File: config.mk
export PLATFORM = sky130hd
export DESIGN_NAME = xy_add_logic_bit_block_move
export DESIGN_NICKNAME = d
export VERILOG_FILES = /design/src/xy_add_logic_bit_block_move.v
export VERILOG_INCLUDE_DIRS = /design/src /design/src/src
export SDC_FILE = /design/constraint.sdc
export NUM_CORES = 1
export LEC_CHECK = 0
export ABC_AREA = 1
export BUFFER_PORTS_ARGS = -buffer_cell sky130_fd_sc_hd__buf_2
export CORE_MARGIN = 5
export CORE_UTILIZATION = 40
export CTS_BUF_LIST = sky130_fd_sc_hd__clkbuf_4 sky130_fd_sc_hd__clkbuf_8
export DETAILED_ROUTE_END_ITERATION = 10
export MAX_ROUTING_LAYER = met4
export PLACE_DENSITY_LB_ADDON = 0.1
export SYNTH_ARGS = -nofsm -noshare
export SYNTH_HDL_FRONTEND = slang
export SYNTH_SLANG_ARGS = --single-unit
File: constraint.sdc
create_clock -name clock -period 4 [get_ports clock]
set_clock_uncertainty 0.2 [all_clocks]
set_input_delay 0 -clock clock [delete_from_list [all_inputs] [get_ports clock]]
set_output_delay 0 -clock clock [all_outputs]
set_load 0.01 [all_outputs]
File: src/xy_logic_map.vh
// Constants for the XY add, mask and bit block copy execution block
`ifndef XY_LOGIC_MAP_VH
`define XY_LOGIC_MAP_VH
// APB register offsets (byte addresses)
`define REG_CTRL        12'h000
`define REG_OPERAND_A   12'h004
`define REG_OPERAND_B   12'h008
`define REG_RESULT      12'h00C
`define REG_FLAGS       12'h010
`define REG_SRC_PTR     12'h014
`define REG_DST_PTR     12'h018
`define REG_COUNT       12'h01C
`define REG_STATUS      12'h020
`define REG_STATES      12'h024
// Control register fields
`define CTRL_GO_BIT     0
`define CTRL_OP_LSB     1
`define CTRL_OP_MSB     3
`define CTRL_ALIGN_BIT  4
`define CTRL_SRC_SEL    5
`define CTRL_DST_SEL    6
`define CTRL_IRQ_BIT    7
// Operation codes
`define OP_XY_IMM       3'h0
`define OP_AND_REG      3'h1
`define OP_MASK_WITH_INVERTED_REG_REG     3'h2
`define OP_MASK_WITH_INVERTED_REG_IMM     3'h3
`define OP_BLOCK_COPY   3'h4
// Flag word bit positions: N C Z V
`define FLAG_N          3
`define FLAG_C          2
`define FLAG_Z          1
`define FLAG_V          0
// Machine state counts
`define STATES_REG      3'h1
`define STATES_IMM_AL   3'h2
`define STATES_IMM_UNAL 3'h3
// Bits moved per copy step at most
`define COPY_STEP       32'h00000020
`define ZERO32          32'h00000000
`define ZERO16          16'h0000
// Upper control read-back bits above the select fields
`define CTRL_PAD        25'h0000000
`endif

File: src/xy_add_logic_bit_block_move.v
// Execution block: packed XY immediate add, AND family, bit block copy, APB slave
`include "xy_logic_map.vh"

module xy_add_logic_bit_block_move (
   // Clock and reset
   input  wire        clock,
   input  wire        srst,
   // APB slave
   input  wire        psel,
   input  wire        penable,
   input  wire        pwrite,
   input  wire [11:0] paddr,
   input  wire [31:0] pwdata,
   output reg  [31:0] prdata,
   output reg         pready,
   output reg         pslverr,
   // Interrupt request from the core, asynchronous to this block
   input  wire        irq_in,
   // Trap outcome and completion for the core
   output reg         rewind_pulse,
   output reg         push_pc_pulse,
   output reg         push_flags_pulse,
   output reg         done
);

   localparam S_IDLE  = 3'h0;
   localparam S_EXEC  = 3'h1;
   localparam S_COPY  = 3'h2;
   localparam S_PUSHP = 3'h3;
   localparam S_PUSHF = 3'h4;

   reg  [2:0]  state_q;
   reg  [2:0]  op_q;
   reg         align_q;
   reg         src_sel_q;
   reg         dst_sel_q;
   reg  [31:0] opa_q;
   reg  [31:0] opb_q;
   reg  [31:0] result_q;
   reg  [3:0]  flags_word;
   reg  [31:0] src_bit_pointer;
   reg  [31:0] dst_bit_pointer;
   reg  [31:0] bit_count_reg;
   reg  [31:0] orig_count_q;
   reg  [2:0]  states_left_q;
   reg  [2:0]  states_used_q;
   reg         busy_q;
   reg         irq_meta_q;
   reg         irq_sync_q;

   wire        wr_en = psel & penable & pwrite & ~pready;
   wire        rd_en = psel & penable & ~pwrite & ~pready;
   wire        go = wr_en && (paddr == `REG_CTRL) && pwdata[`CTRL_GO_BIT] && !busy_q;

   // XY add on two independent 16-bit lanes
   wire [15:0] sum_x = opa_q[15:0] + opb_q[15:0];
   wire [15:0] sum_y = opa_q[31:16] + opb_q[31:16];
   wire [31:0] xy_res = {sum_y, sum_x};
   reg  [31:0] logic_res;
   wire [31:0] step = (bit_count_reg < `COPY_STEP) ? bit_count_reg : `COPY_STEP;

   always @* begin
      case (op_q)
         `OP_AND_REG:  logic_res = opa_q & opb_q;
         `OP_MASK_WITH_INVERTED_REG_REG: logic_res = ~opa_q & opb_q;
         `OP_MASK_WITH_INVERTED_REG_IMM: logic_res = ~opa_q & opb_q;
         default:      logic_res = opa_q & opb_q;
      endcase
   end

   // Interrupt line crosses into this clock
   always @(posedge clock) begin
      if (srst) begin
         irq_meta_q <= 1'b0;
         irq_sync_q <= 1'b0;
      end else begin
         irq_meta_q <= irq_in;
         irq_sync_q <= irq_meta_q;
      end
   end

   // Execution state machine
   always @(posedge clock) begin
      if (srst) begin
         state_q          <= S_IDLE;
         op_q             <= `OP_XY_IMM;
         align_q          <= 1'b0;
         src_sel_q        <= 1'b0;
         dst_sel_q        <= 1'b0;
         opa_q            <= `ZERO32;
         opb_q            <= `ZERO32;
         result_q         <= `ZERO32;
         flags_word       <= 4'h0;
         src_bit_pointer  <= `ZERO32;
         dst_bit_pointer  <= `ZERO32;
         bit_count_reg    <= `ZERO32;
         orig_count_q     <= `ZERO32;
         states_left_q    <= 3'h0;
         states_used_q    <= 3'h0;
         busy_q           <= 1'b0;
         done             <= 1'b0;
         rewind_pulse     <= 1'b0;
         push_pc_pulse    <= 1'b0;
         push_flags_pulse <= 1'b0;
      end else begin
         done             <= 1'b0;
         rewind_pulse     <= 1'b0;
         push_pc_pulse    <= 1'b0;
         push_flags_pulse <= 1'b0;
         if (wr_en && !busy_q) begin
            case (paddr)
               `REG_OPERAND_A: opa_q <= pwdata;
               `REG_OPERAND_B: opb_q <= pwdata;
               `REG_FLAGS:     flags_word <= pwdata[3:0];
               `REG_SRC_PTR:   src_bit_pointer <= pwdata;
               `REG_DST_PTR:   dst_bit_pointer <= pwdata;
               `REG_COUNT:     bit_count_reg <= pwdata;
               default: ;
            endcase
         end
         case (state_q)
            S_IDLE: begin
               if (go) begin
                  op_q      <= pwdata[`CTRL_OP_MSB:`CTRL_OP_LSB];
                  align_q   <= pwdata[`CTRL_ALIGN_BIT];
                  src_sel_q <= pwdata[`CTRL_SRC_SEL];
                  dst_sel_q <= pwdata[`CTRL_DST_SEL];
                  busy_q    <= 1'b1;
                  if (pwdata[`CTRL_OP_MSB:`CTRL_OP_LSB] == `OP_BLOCK_COPY) begin
                     orig_count_q <= bit_count_reg;
                     state_q      <= S_COPY;
                  end else begin
                     // Register forms take one state, immediate forms two or three
                     case (pwdata[`CTRL_OP_MSB:`CTRL_OP_LSB])
                        `OP_AND_REG, `OP_MASK_WITH_INVERTED_REG_REG:
                           states_left_q <= `STATES_REG;
                        default:
                           states_left_q <= pwdata[`CTRL_ALIGN_BIT] ?
                              `STATES_IMM_AL : `STATES_IMM_UNAL;
                     endcase
                     states_used_q <= 3'h0;
                     state_q       <= S_EXEC;
                  end
               end
            end
            S_EXEC: begin
               states_used_q <= states_used_q + 3'h1;
               if (states_left_q == 3'h1) begin
                  if (op_q == `OP_XY_IMM) begin
                     result_q             <= xy_res;
                     opb_q                <= xy_res;
                     flags_word[`FLAG_N]  <= (sum_x == `ZERO16);
                     flags_word[`FLAG_Z]  <= (sum_y == `ZERO16);
                     flags_word[`FLAG_C]  <= sum_y[15];
                     flags_word[`FLAG_V]  <= sum_x[15];
                  end else begin
                     result_q            <= logic_res;
                     opb_q               <= logic_res;
                     flags_word[`FLAG_Z] <= (logic_res == `ZERO32);
                  end
                  busy_q  <= 1'b0;
                  done    <= 1'b1;
                  state_q <= S_IDLE;
               end
               states_left_q <= states_left_q - 3'h1;
            end
            S_COPY: begin
               // Interrupt check between steps; restart reuses the registers
               if (irq_sync_q && bit_count_reg != `ZERO32) begin
                  rewind_pulse <= 1'b1;
                  state_q      <= S_PUSHP;
               end else if (bit_count_reg == `ZERO32) begin
                  // Final pointer fix-up lands with done
                  src_bit_pointer <= (src_sel_q && dst_sel_q) ? src_bit_pointer
                                     : src_bit_pointer + orig_count_q;
                  if (!dst_sel_q)
                     dst_bit_pointer <= dst_bit_pointer + orig_count_q;
                  busy_q  <= 1'b0;
                  done    <= 1'b1;
                  state_q <= S_IDLE;
               end else begin
                  // Word-sized steps through one contiguous bit run
                  bit_count_reg <= bit_count_reg - step;
                  if (dst_sel_q)
                     dst_bit_pointer <= dst_bit_pointer + step;
                  if (src_sel_q && dst_sel_q)
                     src_bit_pointer <= src_bit_pointer + step;
               end
            end
            S_PUSHP: begin
               push_pc_pulse <= 1'b1;
               state_q       <= S_PUSHF;
            end
            S_PUSHF: begin
               push_flags_pulse <= 1'b1;
               busy_q           <= 1'b0;
               state_q          <= S_IDLE;
            end
            default: state_q <= S_IDLE;
         endcase
      end
   end

   // APB answer: one wait state, reads see live state
   always @(posedge clock) begin
      if (srst) begin
         prdata  <= `ZERO32;
         pready  <= 1'b0;
         pslverr <= 1'b0;
      end else begin
         pready  <= psel & penable & ~pready;
         pslverr <= 1'b0;
         if (rd_en) begin
            case (paddr)
               `REG_CTRL:      prdata <= {`CTRL_PAD, dst_sel_q, src_sel_q, align_q,
                                          op_q, busy_q};
               `REG_OPERAND_A: prdata <= opa_q;
               `REG_OPERAND_B: prdata <= opb_q;
               `REG_RESULT:    prdata <= result_q;
               `REG_FLAGS:     prdata <= {28'h0000000, flags_word};
               `REG_SRC_PTR:   prdata <= src_bit_pointer;
               `REG_DST_PTR:   prdata <= dst_bit_pointer;
               `REG_COUNT:     prdata <= bit_count_reg;
               `REG_STATUS:    prdata <= {31'h00000000, busy_q};
               `REG_STATES:    prdata <= {29'h00000000, states_used_q};
               default: begin
                  prdata  <= `ZERO32;
                  pslverr <= 1'b1;
               end
            endcase
         end else if (wr_en) begin
            // Writes outside the map are flagged, not stored
            case (paddr)
               `REG_CTRL, `REG_OPERAND_A, `REG_OPERAND_B, `REG_FLAGS,
               `REG_SRC_PTR, `REG_DST_PTR, `REG_COUNT: pslverr <= 1'b0;
               default: pslverr <= 1'b1;
            endcase
         end
      end
   end

endmodule

## Word-level counts from Yosys, hierarchy flattened

Index checks and enable logic that the tools add are counted.

| cells by class | value |
|---|---|
| $lt $le $gt $ge | 1 |
| reduce and logical (&&, ||, !) cells | 29 |
| eq/ne operators | 26 |
| muxes and demuxes | 64 |
| bitwise gates (word level) | 12 |
| add/sub/neg operators | 9 |

Operators by type and width:

| operator | number |
|---|---|
| two-way mux 32 bit | 26 |
| case mux 32 bit (10 select lines) | 1 |
| adder 32 bit | 4 |
| bitwise AND 32 bit | 2 |
| zero test 32 bit | 2 |
| equality test 12 x 5 -> 1 bit (second input constant) | 4 |
| adder 16 bit | 2 |
| zero test 16 bit | 2 |
| < comparator 32 x 6 -> 1 bit (second input constant) | 1 |
| NOT 32 bit | 1 |
| nonzero test 32 bit | 1 |
| subtractor 32 bit | 1 |
| equality test 12 x 4 -> 1 bit (second input constant) | 2 |
| equality test 12 x 6 -> 1 bit (second input constant) | 2 |
| two-way mux 3 bit | 8 |
| two-way mux 1 bit | 17 |
| two-way mux 4 bit | 4 |
| equality test 3 x 2 -> 1 bit (second input constant) | 5 |
| equality test 12 x 3 -> 1 bit (second input constant) | 1 |
| zero test 12 bit | 1 |
| case mux 3 bit (2 select lines) | 2 |
| case mux 3 bit (4 select lines) | 1 |
| != test 2 bit (second input constant) | 5 |
| OR reduction 10 bit | 1 |
| other kinds (21) | 45 |

| storage, ports and cells | value |
|---|---|
| input port bits | 50 |
| output and inout bits | 38 |
| bits in registers | 284 |

## Logic depth before layout (Yosys ltp)

| logic depth | value |
|---|---|
| depth in word-level cells | 9 |
| depth in mapped cells | 26 |
| depth with buffers taken out | 24 |

## Worst setup path before layout

Ideal clock, no wire load.

| timing | value |
|---|---|
| path kind | register to register |
| start point | register src_bit_pointer[0] |
| end point | register src_bit_pointer[18] |
| arrival | 2.494 ns |
| stages on the path, launching flop included | 20 |
| path buffers | 0 |
| required time | 3.672 ns |
| slack | 1.177 ns |
| cell sequence | dfxtp_1 ha_1 inv_1 fa_1 inv_1 nand3_1 nand2_1 a21oi_1 o21ai_0 a21oi_1 o21ai_0 a21boi_0 inv_1 a21oi_1 o21ai_0 nand2_1 inv_1 nand2_1 nand2_1 a21oi_1 |

| between the ends | value |
|---|---|
| cells in the longest elaborated chain, start to end | 5 |
| elaborated cells between the ends (all ways) | 7 |
| classes of those cells | add/sub (2); mux (5) |

Ends and longest elaborated chain:

| what | RTL line | text |
|---|---|---|
| start, declared | xy_add_logic_bit_block_move.v:41 | `reg [31:0] src_bit_pointer;` |
| start signal, assigned | xy_add_logic_bit_block_move.v:94 | `` src_bit_pointer <= `ZERO32; `` |
| start signal, assigned | xy_add_logic_bit_block_move.v:115 | `` `REG_SRC_PTR: src_bit_pointer <= pwdata; `` |
| start signal, assigned | xy_add_logic_bit_block_move.v:174 | `src_bit_pointer <= (src_sel_q && dst_sel_q) ? src_bit_pointer` |
| adder 32 bit, on equally long branches | xy_add_logic_bit_block_move.v:187, xy_add_logic_bit_block_move.v:175 |  |
| two-way mux 32 bit, on equally long branches | xy_add_logic_bit_block_move.v:186, xy_add_logic_bit_block_move.v:174 |  |
| two-way mux 32 bit (*) | xy_add_logic_bit_block_move.v:172 | `` end else if (bit_count_reg == `ZERO32) begin `` |
| two-way mux 32 bit (*) | xy_add_logic_bit_block_move.v:169 | `` if (irq_sync_q && bit_count_reg != `ZERO32) begin `` |
| two-way mux 32 bit (*) | xy_add_logic_bit_block_move.v:121 | `case (state_q)` |

Mark *: on every way between the ends. The rest lies on a longest branch, timed or not. The select of a mux whose other input is x is not followed.
A chain may end at the register's enable or synchronous reset.

## Worst setup path after layout

| timing | value |
|---|---|
| start point | register bit_count_reg[27] |
| end point | register src_bit_pointer[24] |

| between the ends | value |
|---|---|
| cells in the longest elaborated chain, start to end | 7 |
| elaborated cells between the ends (all ways) | 11 |
| classes of those cells | add/sub (1); order compare (1); eq/ne (1); mux (5); reduce/logical (3) |

Ends and longest elaborated chain:

| what | RTL line | text |
|---|---|---|
| start, declared | xy_add_logic_bit_block_move.v:43 | `reg [31:0] bit_count_reg;` |
| start signal, assigned | xy_add_logic_bit_block_move.v:96 | `` bit_count_reg <= `ZERO32; `` |
| start signal, assigned | xy_add_logic_bit_block_move.v:117 | `` `REG_COUNT: bit_count_reg <= pwdata; `` |
| start signal, assigned | xy_add_logic_bit_block_move.v:183 | `bit_count_reg <= bit_count_reg - step;` |
| < comparator 32 x 6 -> 1 bit (no source line) | n/a |  |
| two-way mux 32 bit (no source line) | n/a |  |
| adder 32 bit | xy_add_logic_bit_block_move.v:187 | `src_bit_pointer <= src_bit_pointer + step;` |
| two-way mux 32 bit | xy_add_logic_bit_block_move.v:186 | `if (src_sel_q && dst_sel_q)` |
| two-way mux 32 bit | xy_add_logic_bit_block_move.v:172 |  |
| two-way mux 32 bit | xy_add_logic_bit_block_move.v:169 |  |
| two-way mux 32 bit | xy_add_logic_bit_block_move.v:121 |  |
| end signal, assigned | xy_add_logic_bit_block_move.v:115 |  |
| end signal, assigned | xy_add_logic_bit_block_move.v:174 |  |
| end signal, assigned | xy_add_logic_bit_block_move.v:187 |  |

Several ways; a longest one is shown, not always the timed one.

==> run metrics <==
failing checks max-slew violations; Final GP Congestion 1.04; CP Max Fanout 7; maximum VDD drop 0.261 mV; CTS max path bufs 3; Yosys cell types 65; core box area 0.0606 mm2; Synth Instances 3,983; RSZ-0062 raised after global routing false; start-to-end type of the worst setup path reg2reg; Worst Path Arrival 3970 ps; Yosys warnings 0; Setup TNS 0 ps; setup slack after layout 329 ps; number of global-route vias before repair 25,314; Post-Syn Area 0.0245 mm2; fmax 272 MHz; outcome complete, but fails checks; # fillers 6,607; first-pass GRT wire length 160 mm; pin count of the biggest net entering global routing 80; FF+latch count, synth 284; clock-pin slew on the worst setup and hold paths 60 ps; Rel. slew slack -0.212; Initial Utilization 0.405; DR WL/cell 21.8 um; worst r2r dst src_bit_pointer[24]; average size of a mapped cell 6.16 um2; final period utilization 0.918; CTS tree built; Max Slew Vio Count 3; Clk Latency, worst-skew pair 670 ps; grt ovf 0; Final HPWL DP 84.4 mm; root buffer cell clkbuf_8; Layout area overhead 13.9%; flop2flop setup slack 330 ps; Reg2Reg Depth 20; drt drc 0; First-pass DRT Iterations 6; Slew @ Worst Pin 1770 ps; Seq/Total Area, Yosys 0.232; Total Wirelength 109 mm; pwr/cell area 237 mW/mm2; crit path capture type flop; worst slack, placed 390 ps; antenna-violating nets left 0; Final Power 6.63 mW; Non-Filler Instances 4,977; Die H 258 um; drt first-iter violations 3,034; worst r2r src bit_count_reg[27]; ys async rst share 0; top_reg_cell synth dfxtp_1; count of maximum capacitance violations 0; startpoint class of the critical path flop; Die ar. 0.0664 mm2; CTS buffer count 55; fin area 0.0279 mm2; Area after DPL 0.0261 mm2; initial antenna violation count 2; Cell Rows 90; routed vias/inst 5.70; Die Width 258 um; final setup fails 0; Required @ worst endpoint 4290 ps; Worst setup endpoint src_bit_pointer[24]; EDFF count, synth 0; layout cells sized above 1 0.0890; Period minus WS final 3670 ps; dpl cells 4,808; Port Buf Inserts 87; Seq. cell area 0.00569 mm2; Leak 12.3 nW; Hold Path Class in2reg; # IOs 88; number of nets in the layout 4,351; DR vias 28,372; multi-input combinational cell area 0.0163 mm2; critical path startpoint bit_count_reg[27]; Fin. Hold Viols 0; clock sink count 284; Max H-tree Level 2; global router's overall resource usage 0.319
==> layer usage <==
metal  global-route usage  wire length [um]  vias to the layer above
met5                    -                 0                        -
met4                0.123              5030                        0
met3               0.0486              8600                      228
met2                0.474             46600                     1246
met1                0.438             48300                    13033
li1                     -                 -                    13865
==> through the flow <==
stage | hold slack [ps] | utilization
after floorplan | -93.0 | -
after global placement | -0.00183 | 0.431
after global routing | 63.4 | 0.461
after CTS | 7.34 | 0.461
after detailed placement | 9.75 | 0.431
final | 37.2 | 0.461
==> synth_stat cells, types with 9 or more instances <==
| master | count | area, um2 |
|---|---|---|
| a211oi_1 | 12 | 90.1 |
| a21o_1 | 14 | 105 |
| a21oi_1 | 501 | 2510 |
| a221oi_1 | 29 | 254 |
| a31oi_1 | 54 | 338 |
| buf_2 | 20 | 100 |
| clkbuf_1 | 127 | 477 |
| dfxtp_1 | 284 | 5690 |
| ha_1 | 148 | 1850 |
| inv_1 | 537 | 2020 |
| inv_2 | 16 | 60.1 |
| nand2_1 | 773 | 2900 |
| nand2_2 | 18 | 113 |
| nand3_1 | 179 | 896 |
| nand4_1 | 16 | 100 |
| nor2_1 | 298 | 1120 |
| nor2_2 | 13 | 81.3 |
| nor3_1 | 68 | 340 |
| nor4_1 | 21 | 131 |
| o2111ai_1 | 10 | 87.6 |
| o211ai_1 | 41 | 308 |
| o21a_1 | 22 | 165 |
| o21ai_0 | 496 | 2480 |
| o21ai_1 | 9 | 45.0 |
| o21bai_1 | 19 | 143 |
| o221ai_1 | 30 | 263 |
| o22ai_1 | 31 | 194 |
| o31ai_1 | 9 | 67.6 |
| or2_2 | 32 | 200 |
| xnor2_1 | 20 | 175 |
| xor2_1 | 43 | 377 |
==> final cells by class <==
type / instances / area share
clock buffers: 86 / 0.0383
well taps: 782 / 0.0350
repair buffers: 223 / 0.0608
inverters: 559 / 0.0752
clock inverters: 13 / 0.00372
diodes: 4 / 0.000358
multi-input cells: 3026 / 0.583
flip-flops and latches: 284 / 0.204
==> layout by cell type (no fill, tap or decap), types with 43 or more instances in the layout <==
cell type	instances
a21oi_1	501
nand2_1	770
a31oi_1	54
nor3_1	65
dfxtp_1	283
nand3_1	179
ha_1	148
conb_1	47
buf_4	65
o21ai_0	495
dlygate4sd3_1	66
nor2_1	297
inv_1	537
buf_2	86
xor2_1	43
clkbuf_8	68
==> report_power, final <==
part / switching (mW) / internal (mW)
Clock: 1.45 / 1.76
Combinational: 0.374 / 0.171
Sequential: 0.0179 / 2.85
==> cell families after synthesis <==
logic type	Yosys count	share of synthesized area
simple gates	1447	0.252
compound gates	1317	0.303
buf+inv	718	0.112
flops	284	0.232
fa+ha+maj	152	0.0787
xor+xnor	63	0.0225
other cells	2	0.000306
==> critical path, stage by stage, from the launching register on <==
cell and delay, ps:
dfxtp_1 360, nor2_1 210, nand2_1 80, nor2_1 150
nand2_2 180, inv_1 130, nand2_2 170, nor2_1 200
ha_1 300, ha_1 180, inv_1 40, nand2_1 210
a21oi_4 130, o21ai_1 350, nand3_1 160, nand3_1 100
nand3_1 100, nand2_1 80, nand2_1 50, nand2_1 60
a21oi_1 60
==> what timing repair did <==
item                       CTS  global route
setup buffers                0             0
setup endpoints to repair    0             2
resized for setup            0             1
hold endpoints to repair   210             0
hold buffers                66             0
==> worst min path at each step <==
stage	cells past startpoint	endpoint	slack [ps]	start
floorplan	2	irq_meta_q	-90	irq_in
global placement	3	irq_meta_q	-0.002	irq_in
detailed placement	3	irq_meta_q	10	irq_in
CTS	4	opb_q[10]	7	pwdata[10]
global route	4	opb_q[11]	60	pwdata[11]
finish	6	opb_q[18]	40	pwdata[18]
Note: power is estimated with default switching activity, not from simulation.
